`config.mk`:
```
export PLATFORM = sky130hd
export DESIGN_NAME = input_gain_offset_control
export DESIGN_NICKNAME = d
export VERILOG_FILES = /design/src/gain_offset_pkg.sv /design/src/gain_field_decode.sv /design/src/input_gain_offset_control.sv /design/src/leaky_integrator.sv
export SDC_FILE = /design/constraint.sdc
export NUM_CORES = 1
export LEC_CHECK = 0
export ABC_AREA = 1
export BUFFER_PORTS_ARGS = -buffer_cell sky130_fd_sc_hd__buf_4
export CAP_MARGIN = 40
export CORE_ASPECT_RATIO = 0.75
export CORE_MARGIN = 3
export CORE_UTILIZATION = 30
export DETAILED_ROUTE_END_ITERATION = 8
export GPL_TIMING_DRIVEN = 0
export HOLD_SLACK_MARGIN = 0.06
export PLACE_DENSITY = 0.53
export SYNTH_ARGS = -nofsm -noshare
export SYNTH_HDL_FRONTEND = slang
export SYNTH_SLANG_ARGS = --single-unit
```
`constraint.sdc`:
```
create_clock -name aclk -period 2.7 [get_ports aclk]
set_input_delay 0.54 -clock aclk [delete_from_list [all_inputs] [get_ports aclk]]
set_output_delay 0.54 -clock aclk [all_outputs]
set_load 0.05 [all_outputs]
```
`src/gain_offset_pkg.sv`:
```
// package: register map, field layout, reset values and integrator constants
package gain_offset_pkg;
    localparam logic [3:0] ADDR_GAIN = 4'h0;
    localparam logic [3:0] ADDR_COFS = 4'h4;
    localparam logic [3:0] ADDR_VOFS = 4'h8;
    localparam logic [3:0] ADDR_SAMPLE_IN = 4'hC;
    localparam int CGAIN_LSB = 0;
    localparam int RANGE_LSB = 3;
    localparam int VGAIN_LSB = 5;
    localparam int OFS_SIGN_BIT = 5;
    localparam int INTEG_EN_BIT = 7;
    localparam logic [7:0] GAIN_RESET = 8'h00;
    localparam logic [7:0] OFS_RESET = 8'h00;
    localparam logic [2:0] GAIN_CODE_MAX = 3'h4;
    localparam logic [1:0] RANGE_CODE_MAX = 2'h2;
    // leak shift of the integrator pole; larger means closer to a pure integrator
    localparam int INTEG_LEAK_SHIFT = 8;
    localparam int SAMPLE_W = 16;
    localparam int ACC_W = 32;
    localparam logic [1:0] RESP_OKAY = 2'h0;
    localparam logic [1:0] RESP_SLVERR = 2'h2;
    // offset step per lsb in microvolts, unity gain through gain sixteen
    localparam logic [10:0] STEP_UV_G1 = 11'd1610;
    localparam logic [10:0] STEP_UV_G2 = 11'd1190;
    localparam logic [10:0] STEP_UV_G4 = 11'd970;
    localparam logic [10:0] STEP_UV_G8 = 11'd840;
    localparam logic [10:0] STEP_UV_G16 = 11'd770;
endpackage

```
`src/gain_field_decode.sv`:
```
// one three-bit gain field decoded into a shift and an offset step
`timescale 1ns/1ns
`default_nettype none
module gain_field_decode
    import gain_offset_pkg::*;
(
    input wire logic [2:0] code,
    output logic [2:0] shift,
    output logic [10:0] step_uv,
    output logic legal
);
    // binary code 0..4 is gain 2**code, codes 5..7 are reserved and fall back to unity
    assign legal = (code <= GAIN_CODE_MAX); // RULE12
    assign shift = legal ? code : 3'h0; // RULE1 RULE2
    // step shrinks as the gain rises
    assign step_uv = (shift == 3'h0) ? STEP_UV_G1 : // RULE6
                     (shift == 3'h1) ? STEP_UV_G2 :
                     (shift == 3'h2) ? STEP_UV_G4 :
                     (shift == 3'h3) ? STEP_UV_G8 : STEP_UV_G16;
endmodule
`default_nettype wire

```
`src/input_gain_offset_control.sv`:
```
// top: register slave on axi4-lite and front-end gain, range and offset control
// Function
// (RULE1) Current gain comes from gain bits 0..2 with gains 1, 2, 4, 8 and 16.
// (RULE2) Voltage gain comes from gain bits 5..7 with the same five gains.
// (RULE3) Gain bits 3 and 4 pick a current full scale of 0.5, 0.25 or 0.125 V.
// (RULE4) Each offset value is six bits, one sign bit and five magnitude bits.
// (RULE5) Software keeps offset magnitudes within 31 counts either way.
// (RULE6) The offset step shrinks as gain rises, 1.61 mV at unity to 0.77 mV at 16.
// (RULE7) The integrator is off after reset until software turns it on.
// (RULE8) The current offset top bit enables the integrator, clear bypasses it.
// (RULE9) Software cancels offset with opposite sign on current, same sign on voltage.
// (RULE10) Software should bypass integrator and high-pass filter while trimming.
// (RULE11) The enabled integrator falls 20 dB per decade with about -90 degrees.
// (RULE12) Gain codes 0..4 select 1..16, other codes are reserved.
`timescale 1ns/1ns
`default_nettype none
module input_gain_offset_control
    import gain_offset_pkg::*;
(
    input wire logic aclk,
    input wire logic aresetn,
    input wire logic ce,
    input wire logic [3:0] s_axi_awaddr,
    input wire logic s_axi_awvalid,
    output logic s_axi_awready,
    input wire logic [31:0] s_axi_wdata,
    input wire logic [3:0] s_axi_wstrb,
    input wire logic s_axi_wvalid,
    output logic s_axi_wready,
    output logic [1:0] s_axi_bresp,
    output logic s_axi_bvalid,
    input wire logic s_axi_bready,
    input wire logic [3:0] s_axi_araddr,
    input wire logic s_axi_arvalid,
    output logic s_axi_arready,
    output logic [31:0] s_axi_rdata,
    output logic [1:0] s_axi_rresp,
    output logic s_axi_rvalid,
    input wire logic s_axi_rready,
    input wire logic sample_valid,
    input wire logic signed [SAMPLE_W-1:0] current_sample,
    output logic [2:0] current_gain_shift,
    output logic [2:0] voltage_gain_shift,
    output logic [1:0] current_range_sel,
    output logic signed [5:0] current_offset,
    output logic signed [5:0] voltage_offset,
    output logic [10:0] current_step_uv,
    output logic [10:0] voltage_step_uv,
    output logic integrator_on,
    output logic signed [SAMPLE_W-1:0] current_out
);
    logic [7:0] analog_gain_select;
    logic [7:0] current_offset_trim;
    logic [7:0] voltage_offset_trim;
    logic [3:0] aw_addr;
    logic aw_held;
    logic [31:0] w_data;
    logic [3:0] w_strb;
    logic w_held;
    logic [SAMPLE_W-1:0] last_out;

    // write channel: address and data may come in either order
    wire aw_take = ce && s_axi_awvalid && s_axi_awready;
    wire w_take = ce && s_axi_wvalid && s_axi_wready;
    wire do_write = ce && aw_held && w_held && !s_axi_bvalid;
    wire wr_gain = do_write && aw_addr == ADDR_GAIN && w_strb[0];
    wire wr_cofs = do_write && aw_addr == ADDR_COFS && w_strb[0];
    wire wr_vofs = do_write && aw_addr == ADDR_VOFS && w_strb[0];
    wire wr_hit = aw_addr == ADDR_GAIN || aw_addr == ADDR_COFS || aw_addr == ADDR_VOFS;
    // held flags one edge ahead, so the readies can leave straight from flip-flops
    wire next_aw_held = aw_take || (aw_held && !do_write);
    wire next_w_held = w_take || (w_held && !do_write);

    always_ff @(posedge aclk)
    begin
        if (!aresetn)
        begin
            aw_held <= 1'b0;
            w_held <= 1'b0;
            aw_addr <= 4'h0;
            w_data <= 32'h0000_0000;
            w_strb <= 4'h0;
            s_axi_awready <= 1'b0;
            s_axi_wready <= 1'b0;
        end
        else
        begin
            if (aw_take)
            begin
                aw_held <= 1'b1;
                aw_addr <= s_axi_awaddr;
            end
            else if (do_write)
                aw_held <= 1'b0;
            if (w_take)
            begin
                w_held <= 1'b1;
                w_data <= s_axi_wdata;
                w_strb <= s_axi_wstrb;
            end
            else if (do_write)
                w_held <= 1'b0;
            // readies rise at the first enabled edge after reset, a cycle later than
            // a combinational ready would, in exchange for a clean registered output
            if (ce)
            begin
                s_axi_awready <= !next_aw_held;
                s_axi_wready <= !next_w_held;
            end
        end
    end

    // register file; reset clears the top bit so the integrator starts bypassed
    always_ff @(posedge aclk)
    begin
        if (!aresetn)
        begin
            analog_gain_select <= GAIN_RESET;
            current_offset_trim <= OFS_RESET; // RULE7
            voltage_offset_trim <= OFS_RESET;
        end
        else
        begin
            if (wr_gain)
                analog_gain_select <= w_data[7:0];
            if (wr_cofs)
                current_offset_trim <= w_data[7:0];
            if (wr_vofs)
                voltage_offset_trim <= w_data[7:0];
        end
    end

    // write response; unmapped addresses answer slverr
    always_ff @(posedge aclk)
    begin
        if (!aresetn)
        begin
            s_axi_bvalid <= 1'b0;
            s_axi_bresp <= RESP_OKAY;
        end
        else if (ce)
        begin
            if (do_write)
            begin
                s_axi_bvalid <= 1'b1;
                s_axi_bresp <= wr_hit ? RESP_OKAY : RESP_SLVERR;
            end
            else if (s_axi_bready)
                s_axi_bvalid <= 1'b0;
        end
    end

    // read path: one outstanding read, answered the cycle after the address
    wire ar_take = ce && s_axi_arvalid && s_axi_arready;
    wire next_rvalid = ar_take || (s_axi_rvalid && !s_axi_rready);
    wire rd_hit = s_axi_araddr == ADDR_GAIN || s_axi_araddr == ADDR_COFS ||
                  s_axi_araddr == ADDR_VOFS || s_axi_araddr == ADDR_SAMPLE_IN;
    wire [31:0] rd_mux = (s_axi_araddr == ADDR_GAIN) ? {24'h0, analog_gain_select} :
                         (s_axi_araddr == ADDR_COFS) ? {24'h0, current_offset_trim} :
                         (s_axi_araddr == ADDR_VOFS) ? {24'h0, voltage_offset_trim} :
                         (s_axi_araddr == ADDR_SAMPLE_IN) ? {16'h0, last_out} : 32'h0;
    always_ff @(posedge aclk)
    begin
        if (!aresetn)
        begin
            s_axi_rvalid <= 1'b0;
            s_axi_rdata <= 32'h0000_0000;
            s_axi_rresp <= RESP_OKAY;
            s_axi_arready <= 1'b0;
        end
        else if (ce)
        begin
            if (ar_take)
            begin
                s_axi_rvalid <= 1'b1;
                s_axi_rdata <= rd_mux;
                s_axi_rresp <= rd_hit ? RESP_OKAY : RESP_SLVERR;
            end
            else if (s_axi_rready)
                s_axi_rvalid <= 1'b0;
            // address is refused for as long as an answer waits
            s_axi_arready <= !next_rvalid;
        end
    end

    // field decode of the gain register
    wire [2:0] cgain_code = analog_gain_select[CGAIN_LSB +: 3];
    wire [2:0] vgain_code = analog_gain_select[VGAIN_LSB +: 3];
    wire [1:0] range_code = analog_gain_select[RANGE_LSB +: 2];
    wire [2:0] cshift;
    wire [2:0] vshift;
    wire [10:0] cstep;
    wire [10:0] vstep;
    gain_field_decode u_cgain (.code(cgain_code), .shift(cshift), .step_uv(cstep), .legal());
    gain_field_decode u_vgain (.code(vgain_code), .shift(vshift), .step_uv(vstep), .legal());
    // range 3 is not a documented choice, held at the narrowest range
    wire [1:0] range_sel = (range_code > RANGE_CODE_MAX) ? RANGE_CODE_MAX : range_code; // RULE3

    // sign-magnitude to two's complement; magnitude is at most 31 by construction
    function automatic logic signed [5:0] sm_to_tc(input logic [5:0] sm);
        logic [5:0] mag;
        mag = {1'b0, sm[4:0]};
        sm_to_tc = sm[OFS_SIGN_BIT] ? -mag : mag; // RULE4 RULE5
    endfunction
    wire signed [5:0] cofs = sm_to_tc(current_offset_trim[5:0]);
    wire signed [5:0] vofs = sm_to_tc(voltage_offset_trim[5:0]);
    wire integ_en = current_offset_trim[INTEG_EN_BIT]; // RULE8

    wire signed [SAMPLE_W-1:0] integ_out;
    leaky_integrator u_integ (
        .aclk(aclk),
        .aresetn(aresetn),
        .ce(ce),
        .enable(integ_en),
        .sample_valid(sample_valid),
        .sample_in(current_sample),
        .sample_out(integ_out)
    );

    // every control output is registered so the analog side sees clean levels
    always_ff @(posedge aclk)
    begin
        if (!aresetn)
        begin
            current_gain_shift <= 3'h0;
            voltage_gain_shift <= 3'h0;
            current_range_sel <= 2'h0;
            current_offset <= 6'sh00;
            voltage_offset <= 6'sh00;
            current_step_uv <= STEP_UV_G1;
            voltage_step_uv <= STEP_UV_G1;
            integrator_on <= 1'b0; // RULE7
            current_out <= '0;
            last_out <= '0;
        end
        else if (ce)
        begin
            current_gain_shift <= cshift; // RULE1
            voltage_gain_shift <= vshift; // RULE2
            current_range_sel <= range_sel; // RULE3
            current_offset <= cofs; // RULE4
            voltage_offset <= vofs;
            current_step_uv <= cstep; // RULE6
            voltage_step_uv <= vstep;
            integrator_on <= integ_en; // RULE8
            current_out <= integ_out;
            last_out <= integ_out;
        end
    end
endmodule
`default_nettype wire

```
`src/leaky_integrator.sv`:
```
// first-order digital integrator, -20 dB/dec above its pole, about -90 degrees
`timescale 1ns/1ns
`default_nettype none
module leaky_integrator
    import gain_offset_pkg::*;
(
    input wire logic aclk,
    input wire logic aresetn,
    input wire logic ce,
    input wire logic enable,
    input wire logic sample_valid,
    input wire logic signed [SAMPLE_W-1:0] sample_in,
    output logic signed [SAMPLE_W-1:0] sample_out
);
    logic signed [ACC_W-1:0] acc;
    logic signed [ACC_W-1:0] next_acc;
    // leak keeps dc from winding the accumulator up; trades low-frequency accuracy
    assign next_acc = acc + ACC_W'(sample_in) - (acc >>> INTEG_LEAK_SHIFT); // RULE11
    // bypassed the accumulator is held clear so enabling starts clean
    always_ff @(posedge aclk)
    begin
        if (!aresetn || (ce && !enable))
            acc <= '0;
        else if (ce && sample_valid)
            acc <= next_acc;
    end
    assign sample_out = enable ? acc[ACC_W-1 -: SAMPLE_W] : sample_in; // RULE8
endmodule
`default_nettype wire

```
; ---- Yosys cells after proc, flatten, opt, wreduce, memory -nomap -nowiden
; Index checks and enable logic that the tools add are counted.
[totals]
mem_bits_ro = 0
input_bits = 69
regBits = 171
memories = 0
ram_bits = 0
output_inout_bits = 100
latchBits = 0
[classes]
n_reduce_logical = 49
n_lt_le_gt_ge = 3
shift = 0
add_sub_neg = 4
muxes = 27
n_eq_ne = 11
multipliers = 0
n_div = 0
n_bitwise = 0
[ops]
columns = op, count
row1 = $mux 16, 5
row2 = $mux 11, 6
row3 = $add 32x16->32, 1
row4 = $sub 32x24->32, 1
row5 = $logic_and 1x1->1, 20
row6 = $mux 7, 2
row7 = $eq 3x2->1 const B, 4
row8 = $eq 4x4->1 const B, 3
row9 = $mux 6, 2
row10 = $neg 5->6, 2
row11 = $logic_or 1x1->1, 9
row12 = $eq 4x3->1 const B, 2
row13 = $logic_not 1->1, 8
row14 = $logic_not 4->1, 2
row15 = $reduce_and 2->1, 4
row16 = $reduce_bool 2->1, 4
row17 = $mux 1, 7
row18 = $eq 3x1->1 const B, 2
row19 = $le 3x3->1 const B, 2
row20 = $logic_not 3->1, 2
row21 = $mux 2, 3
row22 = $mux 3, 2
row23 = $gt 2x2->1 const B, 1

; ---- Depth between registers and ports, before layout
; Gate-level depths: netlist of run 1.
[logic_depth]
word_depth = 7
mapped_depth = 17
mapped_depth_nobuf = 17

; ---- By module
; Synthesis of run 1 repeated with hierarchy kept, for this count alone.
[unflattened]
hier_cells = 1553
hier_area_um2 = 9957.0
[modules_own_cells]
columns = mod, area_each_um2, n_inst, cells_each
row1 = input_gain_offset_control, 4981.0, 1, 683
row2 = leaky_integrator, 4748.3, 1, 822
row3 = gain_field_decode, 113.9, 2, 24

; ---- Worst setup path after synthesis of run 1
; OpenSTA, ideal clock, no wires.
[synth_path]
kind = input port to flip-flop
start = in current_sample[15]
end = reg u_integ.acc[29]
arrival_time_ns = 2.806
cell_stages = 14
setup_time_ns = 0.109
n_path_buf = 0
setup_slack_ns = -0.215
path_cell_list = inv_1 -> fa_1 -> inv_1 -> ha_1 -> nand2_1 -> inv_1 -> a21oi_1 -> nand2_1 -> a21oi_1 -> nand2_1 -> nand2_1 -> nand3_1 -> nand2_1 -> inv_1
[synth_via]
elab_chain_cells = 2
[synth_rtl]
columns = item, line
row1 = from (decl), input_gain_offset_control.sv:41  ; input wire logic signed [SAMPLE_W-1:0] current_sample,
row2 = $add 32x16->32, leaky_integrator.sv:18  ; assign next_acc = acc + ACC_W'(sample_in) - (acc >>> INTEG_LEAK_SHIFT);
row3 = $sub 32x24->32, leaky_integrator.sv:18
row4 = to (signal assigned), leaky_integrator.sv:25  ; acc <= next_acc;
row5 = to (decl), leaky_integrator.sv:15  ; logic signed [ACC_W-1:0] acc;
; No other way between the ends.
; A chain may end at the register's enable or synchronous reset.

; ---- Worst setup path after layout of run 1
[layout_path]
start = reg u_integ.acc[23]
end = reg u_integ.acc[25]
[layout_via]
elab_chain_cells = 2
[layout_rtl]
columns = item, line
row1 = $add 32x16->32, leaky_integrator.sv:18
row2 = $sub 32x24->32 *, leaky_integrator.sv:18
; Mark *: on every way between the ends. The rest lies on a longest branch, timed or not.

==> out/metrics.cfg, run 1 <==
[power]
internal_power_mw=4.331
pwr-share-comb_pct=30.2
ir_drop_v=0.0003001
swShare_pct=35.41
clockPowerShare_pct=36.1
seqPwrFrac_pct=33.8
p_per_area_nw_per_um2=576.2
leakagePower_nw=5.895
p_switching_mw=2.374

[clock_tree]
clkTransAtPathRegs_ns=0.06
cts_tree=yes
clk_path_buf_depth=2
clock_sinks=145
cts_root_buf=clkbuf_16
cts_max_level=4
cts_buffers=17
clk-insertion-delay-late_ns=0.43
ctsHoldBuffers=0

[critical_path]
path_cells=inv_1 -> fa_1 -> inv_1 -> ha_4 -> nand2_2 -> nor2_1 -> nand2_1 -> nor2_1 -> nand2_2 -> nand4_1 -> nand3_1 -> nand2_1 -> inv_1
crit_family=simple AND/OR/NAND/NOR gates
worstSetupPathType=reg2reg
worstRegToRegCells=13
crit_cells=13
start_kind=flip-flop
cp_data_required_time_ns=3.04
worst_setup_path_end_kind=flip-flop
crit_top_cell=inv_1
worst-path-buf-inv=3
cp_max_fo=5
slowest_delay_ns=0.56
cp.arrival_ns=2.96
crit_path_top_delay_cell=fa_1

[grt]
grt_util_all_layers_pct=19.01
use_met3_pct=4.101
gr-usage-met2_pct=26.14
grt_max_degree=17
gr-usage-met1_pct=30.42
grt.overflow.total=0
gr-max-usage-layer=met1
antenna_found_initial=0
grt_pass1_wl_um=47650
grt_pass1_vias=8015

[cells_and_area]
layout-drive-gt1-share_pct=16.48
area_growth_pct=26.46
postLayoutCoreUtil_pct=39.23
fill_cells=3162
multi_input_area_um2=5051
n_antenna_cell=0
seq_area_um2=2909
final_nets=1688

[timing]
fin_ws_ns=0.07066
post-route-period-util_pct=97.38
setup_violations=0
slew_headroom_pct=42.61
grt_setup_unrepaired=true
fin_setup_tns_ns=0
period_needed_ns=2.629
max_freq_mhz=380.3
tightest_slew_ns=0.8609
hold_viol=0
maxSlewViolCount=0
skew_ns=0.006217

[floorplan]
rows=54
fp.dieW_um=208.2
die_h_um=157.7
io-pin-count=169
dieArea_um2=32830
start_util_pct=31.02
core_um2=29660

[detailed_routing]
routed_wl_um=32130
vias=9011
ant_nets=0
avgViaCountPerCell=4.602
drt_iter0_drc=669
wl_per_cell_um=16.41
dr.pass1.iters=5
post-route-drc-count=0

[yosys]
syn_inst=1392
ys_dominant_reg_cell=dfxtp_1
synthDistinctLibCells=34
synth-seq-area-share_pct=31.55
synth_area_per_cell_um2=6.610
synth_edf_count=0
syn_area_um2=9201
ys_ff_latch=145
async_flop_share_pct=0
synth_warnings=0

[placed_design]
gp_congestion=0.9006
port_buffers=118
hpwl_um=26220
dpl_worst_slack_ns=-0.6700

[min_path]
holdPathStages=4
hp-class=in2reg

[status]
outcome=finished, final reports clean

[run]
cap_violations=0

-- placed cells by master, fill, tap and decap left out, drive strengths merged, types with 35 or more instances in the layout --
cell and count:
a21oi 108, buf 156, clkbuf 49, dfxtp 145
ha 35, inv 344, nand2 310, nand3 64
nor2 98, o21ai 96
-- path summary, 6_finish.rpt --
check / from / endpoint / slack (ns)
worst max-delay path: u_integ.acc[23]$_SDFFE_PP0P_ / u_integ.acc[25]$_SDFFE_PP0P_ / 0.07
worst min-delay path: s_axi_bready / s_axi_bvalid$_SDFFE_PN0P_ / 0.38
worst max register to register: u_integ.acc[23]$_SDFFE_PP0P_ / u_integ.acc[25]$_SDFFE_PP0P_ / 0.07
worst min register to register: aw_addr[1]$_SDFFE_PN0P_ / aw_addr[1]$_SDFFE_PN0P_ / 0.45
-- metrics by stage --
stage / cell area (µm²) / hold slack [ns] / std cells / power (mW)
after floorplan: 9430 / 0.4236 / 1413 / 3.669
after global placement: 10810 / 0.4353 / 1923 / 4.191
after detailed placement: 10810 / 0.4423 / 1923 / 4.195
after CTS: 11450 / 0.3638 / 1957 / 6.617
after global routing: 11640 / 0.3924 / 1958 / 7.071
final: 11640 / 0.3818 / 1958 / 6.705
-- power groups by stage --
stage	clock, mW	sequential [mW]	combinational, mW
floorplan	0	2.41	1.26
global placement	0	2.31	1.88
detailed placement	0	2.31	1.89
CTS	2.45	2.26	1.90
global route	2.54	2.27	2.26
finish	2.42	2.26	2.02
-- flip-flops by register name, indices dropped and copies added, names as in the netlist, 2 cells and up --
register and count:
analog_gain_select 8, s_axi_rdata 16, current_offset_trim 8, voltage_offset_trim 8
current_gain_shift 3, voltage_gain_shift 3, aw_addr 4, last_out 16
current_offset 6, current_step_uv 7, voltage_offset 6, voltage_step_uv 7
w_data 8, current_range_sel 2, u_integ.acc 32
-- cells by family (layout without fill, tap and decap cells) --
group           count (synthesis)  after routing  synth area share (%)
simple gates                  485            485                 21.16
buf+inv                       410            563                 17.92
compound gates                264            264                 15.83
flops                         145            145                 31.55
fa+ha+maj                      66             66                 11.50
xor+xnor                       21             21                 1.999
other cells                     1             22               0.04076
-- repair_timing --
item | 4_1_cts | 5_1_grt
gates resized for setup | 1 | 48
cloned | 0 | 0
setup endpoints to repair | 16 | 20
pin swaps | 0 | 2
buffers inserted | 2 | 1
-- worst min-delay path, delay by kind of cell --
kind | cells | cell delay (ns)
AND/OR/NAND/NOR | 2 | 0.08
AO/OA/AOI/OAI | 1 | 0.06
buffers and inverters | 1 | 0.08
-- final cells by class --
type                       instances  area share (%)
buffer                            64           3.011
clock buffer                      20           4.011
clock inverter                    12           1.140
inverter                         346           11.19
multi-input combinational        858           43.41
sequential                       145           25.00
tap                              392           4.215
timing repair buffer             121           8.021
-- synthesized netlist by cell type, types with 7 or more instances --
cell      count  area (µm²)
o211ai_1      8       60.06
clkbuf_1     29       108.9
inv_1       343        1287
o21ai_0      96       480.5
a211oi_1      7       52.55
dfxtp_1     145        2903
ha_1         35       437.9
nand3_1      63       315.3
o221ai_1      8       70.07
a31oi_1      13       81.33
o22ai_1      16       100.1
nand2_1     310        1164
fa_1         31       620.6
buf_4        26       195.2
nor3_1        7       35.03
nor2_1       97       364.1
xor2_1       21       183.9
a21oi_1     108       540.5
-- metal layers --
layer,vias to the layer above,part of all wire (%)
met3,9,6.9
met5,-,0
li1,4563,-
met2,269,39
met4,0,0.29
met1,4170,54
Power figures use the tool's default switching activity.
==> inputs of run 2 (changes only) <==
--- a/config.mk
+++ b/config.mk
@@ -6,15 +6,15 @@
 export NUM_CORES = 1
 export LEC_CHECK = 0
 export ABC_AREA = 1
-export BUFFER_PORTS_ARGS = -buffer_cell sky130_fd_sc_hd__buf_4
 export CAP_MARGIN = 40
-export CORE_ASPECT_RATIO = 0.75
+export CORE_ASPECT_RATIO = 1.75
 export CORE_MARGIN = 3
 export CORE_UTILIZATION = 30
 export DETAILED_ROUTE_END_ITERATION = 8
+export DONT_BUFFER_PORTS = 1
 export GPL_TIMING_DRIVEN = 0
 export HOLD_SLACK_MARGIN = 0.06
-export PLACE_DENSITY = 0.53
+export PLACE_DENSITY = 0.48
 export SYNTH_ARGS = -nofsm -noshare
 export SYNTH_HDL_FRONTEND = slang
 export SYNTH_SLANG_ARGS = --single-unit
==> run 2 against run 1 <==
Maximum frequency grew 2.0%. Critical path depth stayed put. Via count decreased by 4.4%.
==> out/metrics.cfg, run 2 (synthesis gave the netlist of run 1 again) <==
[status]
outcome=finished, final reports clean

[floorplan]
fp.dieW_um=138.4  ; -34%
io-pin-count=169  ; unchanged
start_util_pct=30.50  ; -0.52 points
core_um2=30160  ; +1.7%
rows=84  ; +56%
dieArea_um2=32890  ; +0.18%
die_h_um=237.7  ; +51%

[critical_path]
crit_family=simple AND/OR/NAND/NOR gates
worstRegToRegCells=13  ; unchanged
cp_data_required_time_ns=3.04  ; about the same
crit_path_top_delay_cell=fa_1
path_cells=inv_1 -> fa_1 -> inv_1 -> ha_4 -> nand2_2 -> nor2_1 -> nand2_1 -> nor2_1 -> nand2_2 -> nand4_1 -> nand3_1 -> nand2_1 -> inv_1
worst_setup_path_end_kind=flip-flop
crit_cells=13  ; unchanged
rr_endpoint=u_integ.acc[26]$_SDFFE_PP0P_
start_kind=flip-flop
cp_max_fo=5  ; unchanged
reg2reg_slack_ns=0.12  ; +0.05 ns
slowest_delay_ns=0.53  ; -0.03 ns
worst-path-buf-inv=3  ; unchanged
worstSetupPathType=reg2reg
crit_start=u_integ.acc[22]$_SDFFE_PP0P_
endpoint=u_integ.acc[26]$_SDFFE_PP0P_
crit_top_cell=inv_1
reg2reg_from=u_integ.acc[22]$_SDFFE_PP0P_
cp.arrival_ns=2.91  ; -0.05 ns

[cells_and_area]
largest_register_ffs=32  ; unchanged
top_register=u_integ.acc
fin_cells=1835  ; -6.3%
area_growth_pct=17.21
fill_cells=3228  ; +2.1%
final_common_cell=inv_1
largest_registers=u_integ.acc (32), last_out (16), s_axi_rdata (16)
final_area_um2=10790  ; -7.3%
n_antenna_cell=0  ; unchanged
final_cell_mix=inv_1 (342), nand2_1 (293), dfxtp_1 (137)
layout-drive-gt1-share_pct=9.530  ; -6.9 points
final_nets=1570  ; -7.0%

[power]
ir_drop_v=0.0004302  ; +43%
finalPower_mw=6.750  ; +0.67%
leakagePower_nw=5.299  ; -10%
p_per_area_nw_per_um2=625.9  ; +8.6%

[detailed_routing]
ant_nets=0  ; unchanged
avgViaCountPerCell=4.697  ; +2.1%
post-route-drc-count=0  ; unchanged
drt_iter0_drc=507  ; -24%
routed_wl_um=33930  ; +5.6%
dr.pass1.iters=5  ; unchanged
wl_per_cell_um=18.49  ; +13%
vias=8619  ; -4.4%

[clock_tree]
cts_buffers=17  ; unchanged
clk_path_buf_depth=2  ; unchanged
clock_sinks=145  ; unchanged
cts_root_buf=clkbuf_16
cts_max_level=4  ; unchanged
cts_tree=yes
clk-insertion-delay-late_ns=0.43  ; about the same
clkTransAtPathRegs_ns=0.07  ; about the same

[grt]
antenna_found_initial=0  ; unchanged
grt_max_degree=17  ; unchanged
grt.overflow.total=0  ; unchanged
grt_util_all_layers_pct=20.30  ; +1.3 points
grt_pass1_wl_um=50340  ; +5.6%
grt_pass1_vias=8596  ; +7.2%

[placed_design]
port_buffers=0  ; -100%
dpl_cell_area_um2=9915  ; -8.3%
dpl_worst_slack_ns=-0.6047  ; +0.06530 ns
gp_congestion=0.9347  ; +3.8%
dp.cells=1800  ; -6.4%
hpwl_um=28210  ; +7.6%

[timing]
slew_headroom_pct=42.79  ; +0.18 points
fin_ws_ns=0.1230  ; +0.05233 ns
setup_violations=0  ; unchanged
maxSlewViolCount=0  ; unchanged
tightest_slew_ns=0.8516  ; -0.009316 ns
skew_ns=0.009660  ; +0.003444 ns
period_needed_ns=2.577  ; -0.05233 ns
hold_viol=0  ; unchanged
grt_setup_unrepaired=true
post-route-period-util_pct=95.44  ; -1.9 points
max_freq_mhz=388.0  ; +2.0%

[min_path]
holdPathStages=3  ; -1
hp-class=in2reg

[run]
cap_violations=0  ; unchanged

==> run 2: worst min path at each step <==
stage / endpoint / slack, ns / start
3_5_place_dp: aw_addr[1]$_SDFFE_PN0P_ / 0.44 / aw_addr[1]$_SDFFE_PN0P_
2_1_floorplan: aw_addr[1]$_SDFFE_PN0P_ / 0.42 / aw_addr[1]$_SDFFE_PN0P_
4_1_cts: s_axi_bvalid$_SDFFE_PN0P_ / 0.26 / s_axi_bready
5_1_grt: s_axi_bvalid$_SDFFE_PN0P_ / 0.29 / s_axi_bready
3_3_place_gp: aw_addr[1]$_SDFFE_PN0P_ / 0.44 / aw_addr[1]$_SDFFE_PN0P_
6_report: s_axi_bvalid$_SDFFE_PN0P_ / 0.29 / s_axi_bready
==> run 2: per-stage QoR <==
| step | utilization, % | TNS [ns] | hold slack (ns) |
|---|---|---|---|
| after floorplan | - | -0.01786 | 0.4236 |
| after global placement | 32.87 | -8.355 | 0.4358 |
| after detailed placement | 32.87 | -8.355 | 0.4372 |
| after CTS | 35.11 | 0 | 0.2641 |
| after global routing | 35.76 | -0.04235 | 0.2896 |
| final | 35.76 | 0 | 0.2903 |
==> run 2: layer usage <==
metal | track usage [%] | part of all wire (%) | vias to the layer above | wire, µm
li1 | - | - | 4324 | -
met1 | 18.79 | 34 | 4028 | 11450
met2 | 41.40 | 57 | 203 | 19450
met3 | 3.583 | 3.9 | 64 | 1310
met4 | 10.28 | 5.1 | 0 | 1715
met5 | 0 | 0 | - | 0
==> run 2: worst min-delay path: stages <==
cell and delay [ns]:
nand2_1 0.03, nand2_1 0.05, a21oi_1 0.05
==> run 2: what timing repair did <==
action | 4_1_cts | 5_1_grt
hold endpoints to repair | 0 | 0
endpoints found under the setup margin | 12 | 19
gates resized for setup | 12 | 41
pin swaps | 1 | 5
buffers inserted | 2 | 1
hold buffers | 0 | 0
==> run 2: area by class of cell <==
| cell class | count | area (µm²) | share of cell area (%) |
|---|---|---|---|
| Multi-Input combinational cell | 858 | 5082 | 47.12 |
| Sequential cell | 145 | 2913 | 27.01 |
| Inverter | 346 | 1303 | 12.08 |
| Tap cell | 387 | 484.2 | 4.490 |
| Clock buffer | 18 | 429.2 | 3.979 |
| Buffer | 64 | 350.3 | 3.248 |
| Clock inverter | 14 | 188.9 | 1.752 |
| Timing Repair Buffer | 3 | 35.03 | 0.3248 |
==> run 2: power breakdown <==
group / switching (mW) / internal, mW
logic: 1.19 / 0.617
clock network: 1.00 / 1.54
registers: 0.187 / 2.21
total: 2.38 / 4.37
